**src/rtl/fault_irq_pkg.sv**
```systemverilog
package fault_irq_pkg;

   // Register port address width and data width
   localparam int unsigned REG_AW       = 6;
   localparam int unsigned REG_DW       = 8;

   // Second-level register groups
   localparam int unsigned NGRP         = 10;
   localparam int unsigned G_STAT1      = 0;
   localparam int unsigned G_THERM      = 1;
   localparam int unsigned G_MODE       = 2;
   localparam int unsigned G_SWILIM     = 3;
   localparam int unsigned G_LDOILIM    = 4;
   localparam int unsigned G_SWUV       = 5;
   localparam int unsigned G_LDOUV      = 6;
   localparam int unsigned G_SWOV       = 7;
   localparam int unsigned G_LDOOV      = 8;
   localparam int unsigned G_BTN        = 9;

   // Each group holds latch, mask, sense at index 3*g + offset
   localparam int unsigned GRP_STRIDE   = 3;
   localparam int unsigned OFS_LATCH    = 0;
   localparam int unsigned OFS_MASK     = 1;
   localparam int unsigned OFS_SENSE    = 2;

   // Other register indices
   localparam logic [5:0]  A_SUMMARY    = 6'h1e;
   localparam logic [5:0]  A_BYP_CURRENT_LIMIT   = 6'h1f;
   localparam logic [5:0]  A_BYP_UV     = 6'h20;
   localparam logic [5:0]  A_BYP_OV     = 6'h21;
   localparam logic [5:0]  A_FAULT_CNT  = 6'h22;

   // Summary register bit positions
   localparam int unsigned S_STAT1      = 0;
   localparam int unsigned S_STAT2      = 1;
   localparam int unsigned S_MODE       = 2;
   localparam int unsigned S_CURRENT_LIMIT       = 3;
   localparam int unsigned S_UV         = 4;
   localparam int unsigned S_OV         = 5;
   localparam int unsigned S_BTN        = 6;
   localparam int unsigned S_EWARN      = 7;

   // Reset values
   localparam logic [7:0]  MASK_RST     = 8'h00;
   localparam logic [7:0]  ZERO8        = 8'h00;
   localparam logic [3:0]  CNT_RST      = 4'h0;
   localparam logic [3:0]  CNT_ONE      = 4'h1;

   // Power-up check window
   localparam int unsigned CLK_KHZ      = 20000;
   localparam int unsigned PG_WAIT_US   = 2000;
   localparam int unsigned PG_WAIT_CYC_DEF = (PG_WAIT_US * CLK_KHZ) / 1000;

   // Register port request
   typedef struct packed {
      logic              wr;
      logic              rd;
      logic [REG_AW-1:0] addr;
      logic [REG_DW-1:0] wdata;
   } reg_req_t;

   // Per-regulator vectors, order {ldo3,ldo2,ldo1,sw7,sw6,sw5,sw2,sw1}
   typedef struct packed {
      logic [7:0] current_limit;
      logic [7:0] uv;
      logic [7:0] ov;
   } reg_fault_t;

   // Power-up check states
   typedef enum logic [1:0] {
      PU_SEQ,
      PU_HOLD,
      PU_RUN,
      PU_ABORT
   } pu_state_t;

endpackage

```
**src/rtl/fault_bypass_powerup_check_irq.sv**
```systemverilog
`timescale 1ns/100ps
module fault_bypass_powerup_check_irq
   import fault_irq_pkg::*;
#(
   parameter int unsigned PG_WAIT_CYC = PG_WAIT_CYC_DEF
) (
   // Clock and reset
   input  wire logic               clk,
   input  wire logic               reset_n,
   // Register port from the serial interface
   input  wire reg_req_t           reg_req,
   output logic [REG_DW-1:0]       reg_rdata,
   // One-time-programmable configuration
   input  wire reg_fault_t         otp_bypass,
   input  wire logic               powerup_output_verify_cfg,
   // Regulator status from the analog side and sequencer
   input  wire reg_fault_t         fault_raw,
   input  wire logic [7:0]         internal_power_good,
   input  wire logic [7:0]         reg_enabled,
   input  wire logic [7:0]         blank_done,
   input  wire logic               reset_slot_due,
   input  wire logic [3:0]         fault_max_cnt,
   // Other interrupt sources: event pulses and live levels
   input  wire logic [7:0]         stat1_event,
   input  wire logic [7:0]         stat1_level,
   input  wire logic [7:0]         therm_event,
   input  wire logic [7:0]         therm_level,
   input  wire logic [7:0]         mode_event,
   input  wire logic [7:0]         button_event,
   input  wire logic [7:0]         button_level,
   input  wire logic               early_warning_event,
   // Fault protection outputs
   output logic [3:0]              fault_count,
   output logic                    fault_timer_start,
   output logic [7:0]              reg_fault_disable,
   output logic [7:0]              regulator_off,
   output logic                    seq_pause,
   output logic                    powerup_abort,
   // Open-drain pins: data and enable
   output logic                    processor_reset_out_n,
   output logic                    processor_reset_oe,
   output logic                    power_good_pin,
   output logic                    power_good_oe,
   output logic                    interrupt_out_n,
   output logic                    interrupt_oe
);

   localparam int unsigned WCW = $clog2(PG_WAIT_CYC + 1);
   localparam logic [WCW-1:0] WAIT_LAST = WCW'(PG_WAIT_CYC - 1);
   localparam logic [WCW-1:0] WAIT_ZERO = '0;
   localparam logic [WCW-1:0] WAIT_ONE  = WCW'(1);

   // Map a regulator vector onto the switching register bit layout
   function automatic logic [7:0] sw_bits(input logic [7:0] v);
      sw_bits = {1'b0, v[4:2], 2'b00, v[1:0]};
   endfunction

   // Map a regulator vector onto the linear register bit layout
   function automatic logic [7:0] ldo_bits(input logic [7:0] v);
      ldo_bits = {5'b00000, v[7:5]};
   endfunction

   // Write-one-to-clear with set priority
   function automatic logic [7:0] w1c(input logic [7:0] cur,
                                      input logic [7:0] set,
                                      input logic       hit,
                                      input logic [7:0] data);
      w1c = (cur & ~(hit ? data : ZERO8)) | set;
   endfunction

   // Register index of a group register
   function automatic logic [5:0] grp_addr(input int unsigned g,
                                           input int unsigned ofs);
      grp_addr = 6'(g * GRP_STRIDE + ofs);
   endfunction

   // Bypass state, one bit per regulator per fault type
   reg_fault_t       bypass_q;                 // Live bypass controls
   reg_fault_t       qual_q;                   // Monitored faults, delayed
   // Interrupt state
   logic [7:0]       lat_q [NGRP];             // Second-level latches
   logic [7:0]       msk_q [NGRP];             // Second-level masks
   logic             ewarn_q;                  // Early warning latch
   // Power-up check
   pu_state_t        pu_q;                     // Check state
   pu_state_t        pu_d;
   logic [WCW-1:0]   wait_q;                   // Hold window counter
   logic [WCW-1:0]   wait_d;
   // Registered outputs
   logic [REG_DW-1:0] rdata_q;
   logic [3:0]       cnt_q;
   logic             tstart_q;
   logic [7:0]       rdis_q;
   logic [7:0]       off_q;
   logic             pause_q;
   logic             abort_q;
   logic             rst_out_q;
   logic             pg_low_q;
   logic             irq_q;
   logic             rst_oe_q;                 // Reset pin drive enable
   logic             pg_pin_q;                 // Power good pin level
   logic             irq_n_q;                  // Interrupt pin level

   // Regulators whose OV/UV/CURRENT_LIMIT are watched: only after reset release
   wire logic        released   = (pu_q == PU_RUN);
   wire logic [7:0]  monitor    = {8{released}} & reg_enabled
                                  & blank_done;
   wire reg_fault_t  qual       = '{current_limit: fault_raw.current_limit & monitor,
                                    uv:   fault_raw.uv & monitor,
                                    ov:   fault_raw.ov & monitor};
   // New fault events: rising edge of a monitored condition
   wire reg_fault_t  fevt       = qual & ~qual_q;
   // Events that feed the protection chain exclude bypassed faults
   wire reg_fault_t  prot_evt   = fevt & ~bypass_q;
   wire reg_fault_t  prot_lvl   = qual & ~bypass_q;
   wire logic        any_prot   = |prot_evt;
   // Power good held low before release or on a live protected undervoltage or overvoltage (current limit never drops it);
   // bypassed overvoltage and undervoltage never take part
   wire logic        pg_drop    = !released
                                  || (|(prot_lvl.uv | prot_lvl.ov));

   // All regulators enabled so far in regulation
   wire logic        all_good   = &(internal_power_good | ~reg_enabled);

   // Register decode
   wire logic        wr         = reg_req.wr;
   wire logic [5:0]  addr       = reg_req.addr;
   wire logic [7:0]  wdata      = reg_req.wdata;
   wire logic        wr_sum     = wr && (addr == A_SUMMARY);
   wire logic        wr_cnt     = wr && (addr == A_FAULT_CNT);

   // Event set vectors per group; bypass never gates these
   logic [7:0]       evt  [NGRP];
   logic [7:0]       sns  [NGRP];
   assign evt[G_STAT1]   = stat1_event;
   assign evt[G_THERM]   = therm_event;
   assign evt[G_MODE]    = mode_event;
   assign evt[G_SWILIM]  = sw_bits(fevt.current_limit);
   assign evt[G_LDOILIM] = ldo_bits(fevt.current_limit);
   assign evt[G_SWUV]    = sw_bits(fevt.uv);
   assign evt[G_LDOUV]   = ldo_bits(fevt.uv);
   assign evt[G_SWOV]    = sw_bits(fevt.ov);
   assign evt[G_LDOOV]   = ldo_bits(fevt.ov);
   assign evt[G_BTN]     = button_event;

   // Live sense values, not latched
   assign sns[G_STAT1]   = stat1_level;
   assign sns[G_THERM]   = therm_level;
   assign sns[G_MODE]    = ZERO8;
   assign sns[G_SWILIM]  = sw_bits(fault_raw.current_limit);
   assign sns[G_LDOILIM] = ldo_bits(fault_raw.current_limit);
   assign sns[G_SWUV]    = sw_bits(fault_raw.uv);
   assign sns[G_LDOUV]   = ldo_bits(fault_raw.uv);
   assign sns[G_SWOV]    = sw_bits(fault_raw.ov);
   assign sns[G_LDOOV]   = ldo_bits(fault_raw.ov);
   assign sns[G_BTN]     = button_level;

   // Unmasked latch presence per group
   logic [NGRP-1:0]  grp_act;
   genvar gi;
   generate
      for (gi = 0; gi < NGRP; gi++) begin : g_act
         assign grp_act[gi] = |(lat_q[gi] & ~msk_q[gi]);
      end
   endgenerate

   // Summary is derived, so it clears with its latches
   wire logic [7:0]  summary = {
      ewarn_q,
      grp_act[G_BTN],
      grp_act[G_SWOV]   | grp_act[G_LDOOV],
      grp_act[G_SWUV]   | grp_act[G_LDOUV],
      grp_act[G_SWILIM] | grp_act[G_LDOILIM],
      grp_act[G_MODE],
      grp_act[G_THERM],
      grp_act[G_STAT1]};
   // Any summary bit keeps the interrupt pin asserted
   wire logic        irq_any = |summary;

   // Read multiplexer, combinational
   logic [7:0]       rd_mux;
   always_comb begin
      rd_mux = ZERO8;
      for (int unsigned g = 0; g < NGRP; g++) begin
         if (addr == grp_addr(g, OFS_LATCH)) begin
            rd_mux = lat_q[g];
         end
         if (addr == grp_addr(g, OFS_MASK)) begin
            rd_mux = msk_q[g];
         end
         if (addr == grp_addr(g, OFS_SENSE)) begin
            rd_mux = sns[g];
         end
      end
      unique case (addr)
         A_SUMMARY:   rd_mux = summary;
         A_BYP_CURRENT_LIMIT:  rd_mux = bypass_q.current_limit;
         A_BYP_UV:    rd_mux = bypass_q.uv;
         A_BYP_OV:    rd_mux = bypass_q.ov;
         A_FAULT_CNT: rd_mux = {4'h0, cnt_q};
         default:     ;
      endcase
   end

   // Power-up check next state
   always_comb begin
      pu_d   = pu_q;
      wait_d = wait_q;
      unique case (pu_q)
         PU_SEQ: begin
            if (reset_slot_due) begin
               if (!powerup_output_verify_cfg || all_good) begin
                  pu_d = PU_RUN;
               end else begin
                  pu_d   = PU_HOLD;
                  wait_d = WAIT_ZERO;
               end
            end
         end
         PU_HOLD: begin
            if (all_good) begin
               pu_d = PU_RUN;
            end else if (wait_q == WAIT_LAST) begin
               pu_d = PU_ABORT;
            end else begin
               wait_d = wait_q + WAIT_ONE;
            end
         end
         // Once released, later faults never pause the sequence
         PU_RUN:   pu_d = PU_RUN;
         PU_ABORT: pu_d = PU_ABORT;
      endcase
   end

   // Bypass controls; OTP defaults taken while reset is held
   always_ff @(posedge clk) begin
      if (!reset_n) begin
         bypass_q <= otp_bypass;
      end else if (wr) begin
         if (addr == A_BYP_CURRENT_LIMIT) begin
            bypass_q.current_limit <= wdata;
         end
         if (addr == A_BYP_UV) begin
            bypass_q.uv <= wdata;
         end
         if (addr == A_BYP_OV) begin
            bypass_q.ov <= wdata;
         end
      end
   end

   // Interrupt latches and masks
   always_ff @(posedge clk) begin
      if (!reset_n) begin
         for (int unsigned g = 0; g < NGRP; g++) begin
            lat_q[g] <= ZERO8;
            msk_q[g] <= MASK_RST;
         end
         ewarn_q <= 1'b0;
      end else begin
         for (int unsigned g = 0; g < NGRP; g++) begin
            lat_q[g] <= w1c(lat_q[g], evt[g],
                            wr && (addr == grp_addr(g, OFS_LATCH)),
                            wdata);
            if (wr && (addr == grp_addr(g, OFS_MASK))) begin
               msk_q[g] <= wdata;
            end
         end
         // Early warning has no mask; set beats clear
         ewarn_q <= early_warning_event
                    | (ewarn_q & ~(wr_sum & wdata[S_EWARN]));
      end
   end

   // Fault counter and protection actions
   always_ff @(posedge clk) begin
      if (!reset_n) begin
         qual_q   <= '0;
         cnt_q    <= CNT_RST;
         tstart_q <= 1'b0;
         rdis_q   <= ZERO8;
      end else begin
         qual_q   <= qual;
         tstart_q <= any_prot;
         rdis_q   <= prot_lvl.current_limit | prot_lvl.uv | prot_lvl.ov;
         // A new event outranks a host clear unless the count is at fault_max_cnt, where the clear wins
         if (any_prot && (cnt_q != fault_max_cnt)) begin
            cnt_q <= cnt_q + CNT_ONE;
         end else if (wr_cnt) begin
            cnt_q <= CNT_RST;
         end
      end
   end

   // Power-up check state and sequencer handshake
   always_ff @(posedge clk) begin
      if (!reset_n) begin
         pu_q      <= PU_SEQ;
         wait_q    <= WAIT_ZERO;
         rst_out_q <= 1'b0;
         rst_oe_q  <= 1'b1;
         pause_q   <= 1'b0;
         abort_q   <= 1'b0;
         off_q     <= ZERO8;
      end else begin
         pu_q      <= pu_d;
         wait_q    <= wait_d;
         rst_out_q <= (pu_d == PU_RUN);
         rst_oe_q  <= (pu_d != PU_RUN);
         pause_q   <= (pu_d == PU_HOLD);
         abort_q   <= (pu_d == PU_ABORT);
         if ((pu_q == PU_HOLD) && (pu_d == PU_ABORT)) begin
            off_q <= reg_enabled;
         end
      end
   end

   // Pins and read data
   always_ff @(posedge clk) begin
      if (!reset_n) begin
         rdata_q  <= ZERO8;
         pg_low_q <= 1'b1;
         pg_pin_q <= 1'b0;
         irq_q    <= 1'b0;
         irq_n_q  <= 1'b1;
      end else begin
         if (reg_req.rd) begin
            rdata_q <= rd_mux;
         end
         // Level and enable as twin flops, so no pin sits behind a gate
         pg_low_q <= pg_drop;
         pg_pin_q <= !pg_drop;
         irq_q    <= irq_any;
         irq_n_q  <= !irq_any;
      end
   end

   // Output drive; open-drain pins only ever drive low
   assign reg_rdata             = rdata_q;
   assign fault_count           = cnt_q;
   assign fault_timer_start     = tstart_q;
   assign reg_fault_disable     = rdis_q;
   assign regulator_off         = off_q;
   assign seq_pause             = pause_q;
   assign powerup_abort         = abort_q;
   assign processor_reset_out_n = rst_out_q;
   assign processor_reset_oe    = rst_oe_q;
   assign power_good_pin        = pg_pin_q;
   assign power_good_oe         = pg_low_q;
   assign interrupt_out_n       = irq_n_q;
   assign interrupt_oe          = irq_q;

endmodule

```
**config.mk**
```make
export PLATFORM = sky130hd
export DESIGN_NAME = fault_bypass_powerup_check_irq
export DESIGN_NICKNAME = d
export VERILOG_FILES = /design/src/rtl/fault_irq_pkg.sv /design/src/rtl/fault_bypass_powerup_check_irq.sv
export SDC_FILE = /design/constraint.sdc
export NUM_CORES = 1
export LEC_CHECK = 0
export BUFFER_PORTS_ARGS = -buffer_cell sky130_fd_sc_hd__buf_4
export CAP_MARGIN = 10
export CORE_MARGIN = 4
export CORE_UTILIZATION = 45
export DETAILED_ROUTE_END_ITERATION = 8
export PLACE_DENSITY = 0.63
export SYNTH_ARGS = -nofsm -noshare
export SYNTH_HDL_FRONTEND = slang
export SYNTH_SLANG_ARGS = --single-unit
```
**constraint.sdc**
```tcl
create_clock -name clk -period 5.93 [get_ports clk]
set_input_delay 1.186 -clock clk [delete_from_list [all_inputs] [get_ports clk]]
set_output_delay 1.186 -clock clk [all_outputs]
set_load 0.01 [all_outputs]
```
# Word level (Yosys, flattened, before mapping)
# Memory sizes are Yosys's and may differ from the RTL's.
# Cells that the tools add are included.
# classes
add_sub_neg,2
eq_ne,51
n_mux,110
bitwise_logic,92
n_reduce_logical,52
# op_table
operator,count
$mux W8,63
$and A8 B8 Y8,25
$not A8 Y8,21
$eq A6 B5 Y1 const B,16
$reduce_or A8 Y1,11
$and A24 B24 Y24,3
$mux W16,4
$or A8 B8 Y8,8
$eq A6 B4 Y1 const B,8
$mux W24,2
$not A24 Y24,2
$pmux W8 S5,1
$reduce_or A36 Y1,1
$mux W1,32
$pmux W16 S2,1
$eq A6 B3 Y1 const B,4
$logic_and A1 B1 Y1,24
$or A1 B1 Y1,24
$or A8 B3 Y8,3
$or A8 B7 Y8,3
$reduce_or A24 Y1,1
$eq A6 B6 Y1 const B,3
$add A16 B1 Y16 const B,1
$eq A16 B16 Y1 const B,1
other kinds (21),45
# word_totals
regBits,104
ram_bits,160
in_bits,153
output_inout_bits,37
mem_count,2
# mem_list
memory,depth,word_bits,rd,rd_ports_with_merged_regs,write_ports,line,text
lat_q,10,8,10,0,10,fault_bypass_powerup_check_irq.sv:81,logic [7:0] lat_q [NGRP];
msk_q,10,8,10,0,10,fault_bypass_powerup_check_irq.sv:82,logic [7:0] msk_q [NGRP];

# Longest topological paths before layout
# Gate-level depths: netlist of run 1.
# logic_depth
word_depth,32
ltp_mapped,11
mapped_depth_nobuf,8

# Least setup slack after synthesis of run 1
# No wires, ideal clock.
# synth_path
path_kind,input to register
start,input reg_req[9] in the netlist's numbering
end,"register bypass_q[0] in the netlist's numbering, enable pin"
arrival_ns,2.776
required_ns,5.546
path_slack_ns,2.770
path_stages,6
cell_sequence,buf_4 buf_2 nor2_1 buf_2 nand2_1 o21ai_0
# synth_between
elab_chain_cells,3
# synth_rtl
item,line,text
from (decl),fault_bypass_powerup_check_irq.sv:11,"input wire reg_req_t reg_req,"
$eq A6 B6 Y1,fault_bypass_powerup_check_irq.sv:246,if (addr == A_BYP_OV) begin
$ne A2 B1 Y1 (no source line),-,
$reduce_and A2 Y1 (no source line),-,
to (signal assigned),fault_bypass_powerup_check_irq.sv:238,bypass_q <= otp_bypass;
to (decl),fault_bypass_powerup_check_irq.sv:78,reg_fault_t bypass_q;
# No other way between the ends.
# A chain may end at the register's enable or synchronous reset.

# Worst setup path in the final report of run 1
# layout_path
start,input reg_req[10] in the netlist's numbering
end,"register rdata_q[1], in the netlist reg_rdata[1]"
# layout_between
elab_chain_cells,32
elab_cells_between_ends,66
classes_between,eq/ne (34); mux (31); reduce/logical (1)
# layout_rtl
item,line,text
$logic_not A6 Y1,fault_bypass_powerup_check_irq.sv:185,"if (addr == grp_addr(g, OFS_LATCH)) begin"
$mux W8,fault_bypass_powerup_check_irq.sv:185,
$mux W8,fault_bypass_powerup_check_irq.sv:188,"if (addr == grp_addr(g, OFS_MASK)) begin"
$mux W8,fault_bypass_powerup_check_irq.sv:191,"if (addr == grp_addr(g, OFS_SENSE)) begin"
$mux W8,fault_bypass_powerup_check_irq.sv:185,
$mux W8,fault_bypass_powerup_check_irq.sv:188,
$mux W8,fault_bypass_powerup_check_irq.sv:191,
$mux W8,fault_bypass_powerup_check_irq.sv:185,
(+16 left out),-,
$mux W8,fault_bypass_powerup_check_irq.sv:191,
$mux W8,fault_bypass_powerup_check_irq.sv:185,
$mux W8,fault_bypass_powerup_check_irq.sv:188,
$mux W8,fault_bypass_powerup_check_irq.sv:191,
$mux W8,fault_bypass_powerup_check_irq.sv:185,
$mux W8,fault_bypass_powerup_check_irq.sv:188,
$mux W8,fault_bypass_powerup_check_irq.sv:191,
$pmux W8 S5 *,fault_bypass_powerup_check_irq.sv:195,unique case (addr)
to (signal assigned),fault_bypass_powerup_check_irq.sv:328,rdata_q <= rd_mux;
to (decl),fault_bypass_powerup_check_irq.sv:90,logic [REG_DW-1:0] rdata_q;
# Every way passes the cells marked *; elsewhere a longest branch is shown, timed or not.

==> results.txt, run 1 <==
----------------------------------------------------
[Run status]
  Run status ... finished, final reports clean

[Route]
  DRT iter0 DRCs ... 1917
  Drt wl/cell ... between 20 and 30 microns
  Per-cell via count in the routed design ... 6.230
  Routed Antenna Nets ... 0
  Final routed DRC violation total ... 0
  Total via count in the routed design ... 13.37k
  TritonRoute pass-1 iters ... 6
  Routed wire length ... around 60000 microns

[GRT]
  Global-route wire length before repair ... 85760 microns
  Met2 usage ... 0.5397
  Initial antenna violation count ... 1
  Global routing met3 resource utilization ... 0.05308
  Total global routing overflow ... 0
  Most used routing layer in global routing ... met2
  Via count of the first global-routing pass ... 12.73k
  Maximum number of pins on one net before global-route repair ... 61
  GR Util met1 ... 0.4850
  GRT Util Overall ... 0.3450

[Clock network]
  Latest clock arrival within the worst-skew pair ... 0.58 ns
  Cell at the root of the clock tree ... clkbuf_16
  Count of instances resized after the clock tree is built ... 0
  Deepest level of the CTS H-tree ... 1
  Clock transition at the registers of the reported paths ... approximately 0.060 ns
  Clock tree from TritonCTS ... done
  Cts-stage hold buffer count ... 0
  Number of clock buffers inserted by TritonCTS ... 30
  Clock sink count ... approximately 260
  Bufs on Longest Clock Path ... 3
  Count of buffers added by post-CTS timing repair for setup ... 0

[Logic synthesis]
  Flops & latches, synth ... ~260
  Gate count after technology mapping ... 1587
  Number of nets in the synthesized netlist ... 1742
  Most numerous cell in the Yosys netlist ... nor2_1
  Number of enable flip-flop cells after synthesis ... 104
  YS warnings ... 0
  Most instantiated flip-flop cell in the synthesis netlist ... dfxtp_1
  Share of synthesized area occupied by flip-flops and latches ... 0.4645
  Ys async rst share ... 0
  Mean cell area of the mapped netlist ... 8.581 sq um
  Cell type with the highest aggregate area in the netlist ... dfxtp_1
  Yosys cell types ... 90
  Most common library cells after synthesis ... nor2_1 (264), dfxtp_1 (160), nand2_1 (159)
  Biggest area contributors in the synthesized netlist ... dfxtp_1 (24%), edfxtp_1 (23%), nor2_1 (7.3%)
  Netlist Area Pre-Place ... roughly 14000 sq um
  Proportion of netlist area held by the largest area contributor ... 0.2352

[Power and ir drop]
  Leakage power summed over all cells ... ~6.3 nW
  Net load switching power ... 0.001246 W
  Combinational group share of total power ... 0.123
  Power density normalized to cell area ... 287.4 nW/um^2
  Maximum resistive drop on vdd ... 194.8 uV
  Pint ... 0.003450 W
  Clock power share ... 0.437
  Proportion of total power due to net switching ... 0.2653
  Sequential power share ... 0.439

[STA]
  Number of pins exceeding their max-slew limit in the final report ... 0
  Hold Violations, Final ... 0
  Slew at the pin closest to its max-slew limit ... 1.173 ns
  Final critical-path required period ... 3.518 ns
  Setup Viol. Count Final ... 0
  Worst slew slack as a fraction of its limit ... 0.2160
  Achievable Freq ... ~280 MHz
  Setup repair after global routing missed its margin ... false
  Max Clock Skew ... 0.02396 ns
  Final critical-path share of the clock period ... 0.5932
  Sum of negative setup slack ... 0 ns

[Worst hold path]
  Worst hold path cell count ... 2
  Startpoint of the lowest-slack hold path ... lat_q[6][4]$_SDFF_PN0_
  Hold WC Path Type ... reg2reg
  Worst hold endpoint ... lat_q[6][4]$_SDFF_PN0_

[Job]
  Max capacitance violation total ... 0

[Placed design]
  DP Area ... around 15000 sq um
  Port Buffers ... 189
  Half-perimeter wire length after detailed placement ... about 44000 microns
  Gp weighted congestion ... around 1.0
  Placed Cells incl. Taps ... 2089

[Worst setup path]
  R2R cell count ... 7
  Crit Reg-Reg Startpoint ... pu_q[0]$_SDFF_PN0_
  Setup slack of the most critical reg-to-reg path ... 2.96 ns
  Data arrival time at the worst-slack endpoint ... 4.00 ns
  Worst Setup End Kind ... flop
  Req. time, crit path ... 6.41 ns
  Max Fanout on Critical Path ... 33
  Setup Crit Path Kind ... in2reg
  Kind of start point of the critical path ... primary input
  R2r endpoint ... fault_count[1]$_SDFFE_PN0P_
  Launching element of the worst setup path ... reg_req[10]

[Die]
  Die Span Y ... 182.0 microns
  Effective utilization at floorplan ... 0.4583
  Horizontal extent of the die ... 182.0 microns
  Die Footprint ... 33110 sq um
  Number of rows in the core area ... 63
  Area of the core ... 29720 sq um
  # IOs ... between 150 and 200

[Layout]
  Nets ... roughly 1.9k
  Non-filler cells in the finished layout ... between 2k and 2.5k
  Syn-to-layout area delta ... 19.98%
  Post-Layout Inst Area ... 16340 sq um
  Number of fill cells in the layout ... 2822
  Layout cells sized above 1 ... 0.1755

----------------------------------------------------
==> worst max-delay path, stage by stage <==
cell      delay [ns]
buf_4           0.30
nand4b_1        0.74
nor2_1          0.98
a221oi_1        0.22
nor3b_1         0.21
o2111a_1        0.12
a211oi_1        0.22
==> power groups by stage <==
stage | logic (W) | clock network, W | registers (W)
after detailed placement | 0.000563 | 0 | 0.00210
after CTS | 0.000565 | 0.00206 | 0.00206
after floorplan | 0.000304 | 0 | 0.00205
final | 0.000580 | 0.00205 | 0.00206
after global placement | 0.000562 | 0 | 0.00210
after global routing | 0.000613 | 0.00215 | 0.00207
==> placed cells by master (no fill, tap or decap), types with 5 or more instances in the layout <==
master,n
nor2b_1,11
edfxtp_1,104
a221oi_1,7
nor4_1,5
mux4_2,9
clkbuf_16,30
mux2i_1,29
inv_1,121
a211oi_1,25
nor3_1,31
bufinv_16,7
nand2_1,159
a21oi_1,132
xor2_1,13
xnor2_1,6
clkbuf_1,6
o22ai_1,60
o32ai_1,6
nor2_1,264
o31ai_1,11
a22oi_1,12
buf_4,213
or4b_1,5
o2111ai_1,7
o221ai_1,10
clkinv_2,7
or4_1,12
nor3b_1,8
and2_1,9
dfxtp_1,160
nand3_1,32
a31oi_1,13
o21ai_0,84
and3_1,10
mux2_2,7
and4b_1,6
a32oi_1,5
nand2b_1,14
==> state kept, by name, indices dropped and copies added (netlist names), 2 cells and up <==
| name | count |
|---|---|
| bypass_q | 24 |
| fault_count | 4 |
| lat_q | 80 |
| msk_q | 80 |
| pu_q | 2 |
| qual_q | 24 |
| reg_fault_disable | 8 |
| reg_rdata | 8 |
| regulator_off | 8 |
| wait_q | 16 |
==> through the flow <==
| step | power (W) | setup WS, ns | hold WS (ns) | utilization |
|---|---|---|---|---|
| floorplan | 0.002359 | 2.770 | 0.4197 | - |
| global placement | 0.002661 | 2.038 | 0.4342 | 0.5132 |
| detailed placement | 0.002662 | 1.953 | 0.4437 | 0.5132 |
| CTS | 0.004689 | 2.495 | 0.4509 | 0.5497 |
| global route | 0.004827 | 2.280 | 0.4639 | 0.5497 |
| finish | 0.004695 | 2.412 | 0.4574 | 0.5498 |
==> per-layer routing <==
metal,share of wire,vias up
li1,-,5965
met1,0.41,6493
met2,0.45,777
met3,0.092,134
met4,0.044,0
met5,0,-
==> area by class of cell <==
| type | count | area, sq um | area share |
|---|---|---|---|
| antenna | 1 | 2.502 | 0.0001532 |
| multi-input combinational | 1099 | 6375 | 0.3902 |
| sequential | 264 | 6326 | 0.3872 |
| clock buffer | 38 | 800.8 | 0.04901 |
| tap | 390 | 488.0 | 0.02986 |
| timing repair buffer | 213 | 1599 | 0.09786 |
| inverter | 123 | 462.9 | 0.02833 |
| clock inverter | 18 | 285.3 | 0.01746 |
==> worst max-delay path by stage <==
stage | endpoint | depth (start not counted)
detailed placement | reg_rdata[1]$_SDFFE_PN0P_ | 7
CTS | reg_rdata[1]$_SDFFE_PN0P_ | 7
global placement | reg_rdata[1]$_SDFFE_PN0P_ | 7
finish | reg_rdata[1]$_SDFFE_PN0P_ | 7
global route | reg_rdata[1]$_SDFFE_PN0P_ | 7
floorplan | bypass_q[0]$_DFFE_PP_ | 6
==> kinds of logic after synthesis <==
group / count (synthesis) / synth area share
and+or+nand+nor: 601 / 0.2093
AOI/OAI and AO/OA: 432 / 0.2028
DFF: 264 / 0.4645
buffers and inverters: 224 / 0.06735
muxes: 45 / 0.04199
xor gates and xnor gates: 19 / 0.01222
adders and majority gates: 2 / 0.001837
Note: power is estimated with default switching activity, not from simulation.
==> inputs of run 2 (changes only) <==
Settings changed: PLACE_DENSITY 0.63 to 0.66.
Clock period 5.93 ns to 2.9 ns, I/O delays scaled along.
==> results.txt, run 2 (synthesis results as in run 1) <==
----------------------------------------------------
[Clock network]
  Cell at the root of the clock tree ... clkbuf_16
  Count of instances resized after the clock tree is built ... 0 (unchanged)
  Number of clock buffers inserted by TritonCTS ... 30 (unchanged)
  Cts-stage hold buffer count ... 0 (unchanged)
  Latest clock arrival within the worst-skew pair ... 0.58 ns (about the same)
  Clock transition at the registers of the reported paths ... 0.06 ns (about the same)
  Clock tree from TritonCTS ... done
  Bufs on Longest Clock Path ... 3 (unchanged)
  Clock sink count ... 264 (unchanged)
  Deepest level of the CTS H-tree ... 1 (unchanged)
  Count of buffers added by post-CTS timing repair for setup ... 0 (unchanged)

[GRT]
  GRT Util Overall ... 0.3665 (+0.02153)
  Global-route wire length before repair ... 90110 microns (+5.1%)
  Via count of the first global-routing pass ... 13.27k (+4.3%)
  Initial antenna violation count ... 0 (-1)
  Total global routing overflow ... 0 (unchanged)
  Maximum number of pins on one net before global-route repair ... 46 (-25%)

[Route]
  Routed Antenna Nets ... 0 (unchanged)
  Final routed DRC violation total ... 0 (unchanged)
  TritonRoute pass-1 iters ... 6 (unchanged)
  Total via count in the routed design ... 13.87k (+3.8%)
  Routed wire length ... 63260 microns (+6.4%)
  DRT iter0 DRCs ... 1997 (+4.2%)
  Per-cell via count in the routed design ... 6.232 (about the same)
  Drt wl/cell ... 28.42 microns (+2.5%)

[Die]
  # IOs ... 190 (unchanged)
  Die Span Y ... 182.0 microns (unchanged)
  Number of rows in the core area ... 63 (unchanged)
  Area of the core ... 29720 sq um (unchanged)
  Effective utilization at floorplan ... 0.4583 (unchanged)
  Horizontal extent of the die ... 182.0 microns (unchanged)
  Die Footprint ... 33110 sq um (unchanged)

[Placed design]
  Worst setup slack after placement ... 0.1671 ns (-1.786 ns)
  Port Buffers ... 189 (unchanged)
  Placed Cells incl. Taps ... 2170 (+3.9%)
  DP Area ... 15900 sq um (+4.2%)
  Half-perimeter wire length after detailed placement ... 48210 microns (+9.5%)
  Gp weighted congestion ... 1.052 (+3.6%)

[STA]
  Final critical-path required period ... about 2.5 ns
  Worst slew slack as a fraction of its limit ... 0.5368 (+0.3208)
  Final critical-path share of the clock period ... 0.8521
  Achievable Freq ... slightly above 400 MHz
  Max Clock Skew ... 0.01412 ns (-0.009836 ns)
  Setup repair after global routing missed its margin ... false
  Number of pins exceeding their max-slew limit in the final report ... 0 (unchanged)
  Hold Violations, Final ... 0 (unchanged)
  Setup Viol. Count Final ... 0 (unchanged)
  Final setup margin ... 0.4290 ns (-1.983 ns)
  Sum of negative setup slack ... 0 ns (unchanged)
  Slew at the pin closest to its max-slew limit ... 0.6933 ns (-0.4799 ns)

[Layout]
  Non-filler cells in the finished layout ... 2226 (+3.7%)
  Syn-to-layout area delta ... 24.58%
  Most frequent cells in the layout ... buf_4 (291), nor2_1 (264), dfxtp_1 (160)
  Most common cell after layout, fill and taps aside ... buf_4
  Nets ... 1967 (+4.3%)
  Post-Layout Inst Area ... 16970 sq um (+3.8%)
  Layout cells sized above 1 ... 0.2119 (+0.03638)
  Antenna cell count ... 0 (-1)
  Biggest regs ... lat_q: 80 flops, msk_q: 80 flops

[Worst hold path]
  Worst hold path cell count ... 3 (+1)
  Startpoint of the lowest-slack hold path ... button_event[2]
  Hold WC Path Type ... in2reg
  Worst hold endpoint ... lat_q[9][2]$_SDFF_PN0_

[Power and ir drop]
  Leakage power summed over all cells ... 6.683 nW (+6.3%)
  Power, Total ... 0.009618 W (+100%)
  Maximum resistive drop on vdd ... 460.9 uV (+140%)
  Power density normalized to cell area ... 566.9 nW/um^2 (+97%)

[Worst setup path]
  R2r endpoint ... interrupt_out_n$_SDFF_PN1_
  Setup slack of the most critical reg-to-reg path ... 0.43 ns (-2.53 ns)
  Req. time, crit path ... 3.31 ns (-3.10 ns)
  Kind of start point of the critical path ... flop
  Data arrival time at the worst-slack endpoint ... 2.88 ns (-1.12 ns)
  Worst Setup End Kind ... flop
  Setup Crit Path Kind ... reg2reg
  Crit Reg-Reg Startpoint ... msk_q[3][7]$_SDFFCE_PN0P_
  R2R cell count ... 7 (unchanged)
  Max Fanout on Critical Path ... 2 (-94%)

[Run status]
  Run status ... finished, final reports clean

[Job]
  Max capacitance violation total ... 0 (unchanged)

----------------------------------------------------
## run 2: cell types whose count changed in the layout (fill, tap and decap cells not counted), sizes merged
cell,change
inv,+1
clkbuf,-2
buf,+81
bufinv,-1
diode,-1
clkinv,+2
## run 2: stage by stage
stage                     hold WS (ns)  utilization
after floorplan                 0.4197            -
after global placement          0.4350       0.5349
final                           0.2079       0.5709
after global routing            0.2090       0.5709
after CTS                       0.2012       0.5709
after detailed placement        0.4345       0.5349
## run 2: worst max-delay path: stages (launching register included)
cell and delay [ns]:
edfxtp_1 0.43, inv_1 0.07, a2111oi_2 0.36, o2111ai_1 0.17, or4_1 0.58, nor2_1 0.13
nand3b_1 0.11, o41ai_1 0.46
## run 2: layout make-up
class                           count  area, sq um
Fill cell                        2755        12750
Multi-Input combinational cell   1099         6375
Sequential cell                   264         6326
Timing Repair Buffer              294         2245
Clock buffer                       36        793.3
Tap cell                          390        488.0
Inverter                          123        462.9
Clock inverter                     20        275.3
## run 2: power breakdown
| group | switching (W) | total, W | internal [W] |
|---|---|---|---|
| logic | 0.000783 | 0.00128 | 0.000498 |
| registers | 0.000188 | 0.00422 | 0.00403 |
| clock network | 0.00162 | 0.00412 | 0.00249 |
| total | 0.00260 | 0.00962 | 0.00702 |
## run 2: how the worst max path moves through the flow
| stage | from | endpoint | slack (ns) | depth (start not counted) |
|---|---|---|---|---|
| after floorplan | reg_req[9] | bypass_q[0]$_DFFE_PP_ | 0.35 | 6 |
| after global placement | reg_req[10] | reg_rdata[6]$_SDFFE_PN0P_ | 0.16 | 8 |
| after detailed placement | reg_req[11] | reg_rdata[1]$_SDFFE_PN0P_ | 0.17 | 9 |
| after CTS | lat_q[3][0]$_SDFF_PN0_ | reg_rdata[3]$_SDFFE_PN0P_ | 0.52 | 7 |
| after global routing | pu_q[0]$_SDFF_PN0_ | fault_count[1]$_SDFFE_PN0P_ | 0.40 | 8 |
| final | msk_q[3][7]$_SDFFCE_PN0P_ | interrupt_out_n$_SDFF_PN1_ | 0.43 | 7 |
## run 2: metal layers
layer,wire (microns),global-route usage,vias to the layer above
met5,0,0,-
met4,3223,0.1576,0
met3,6388,0.06731,159
met2,28290,0.5736,849
met1,25350,0.4992,6750
li1,-,-,6115
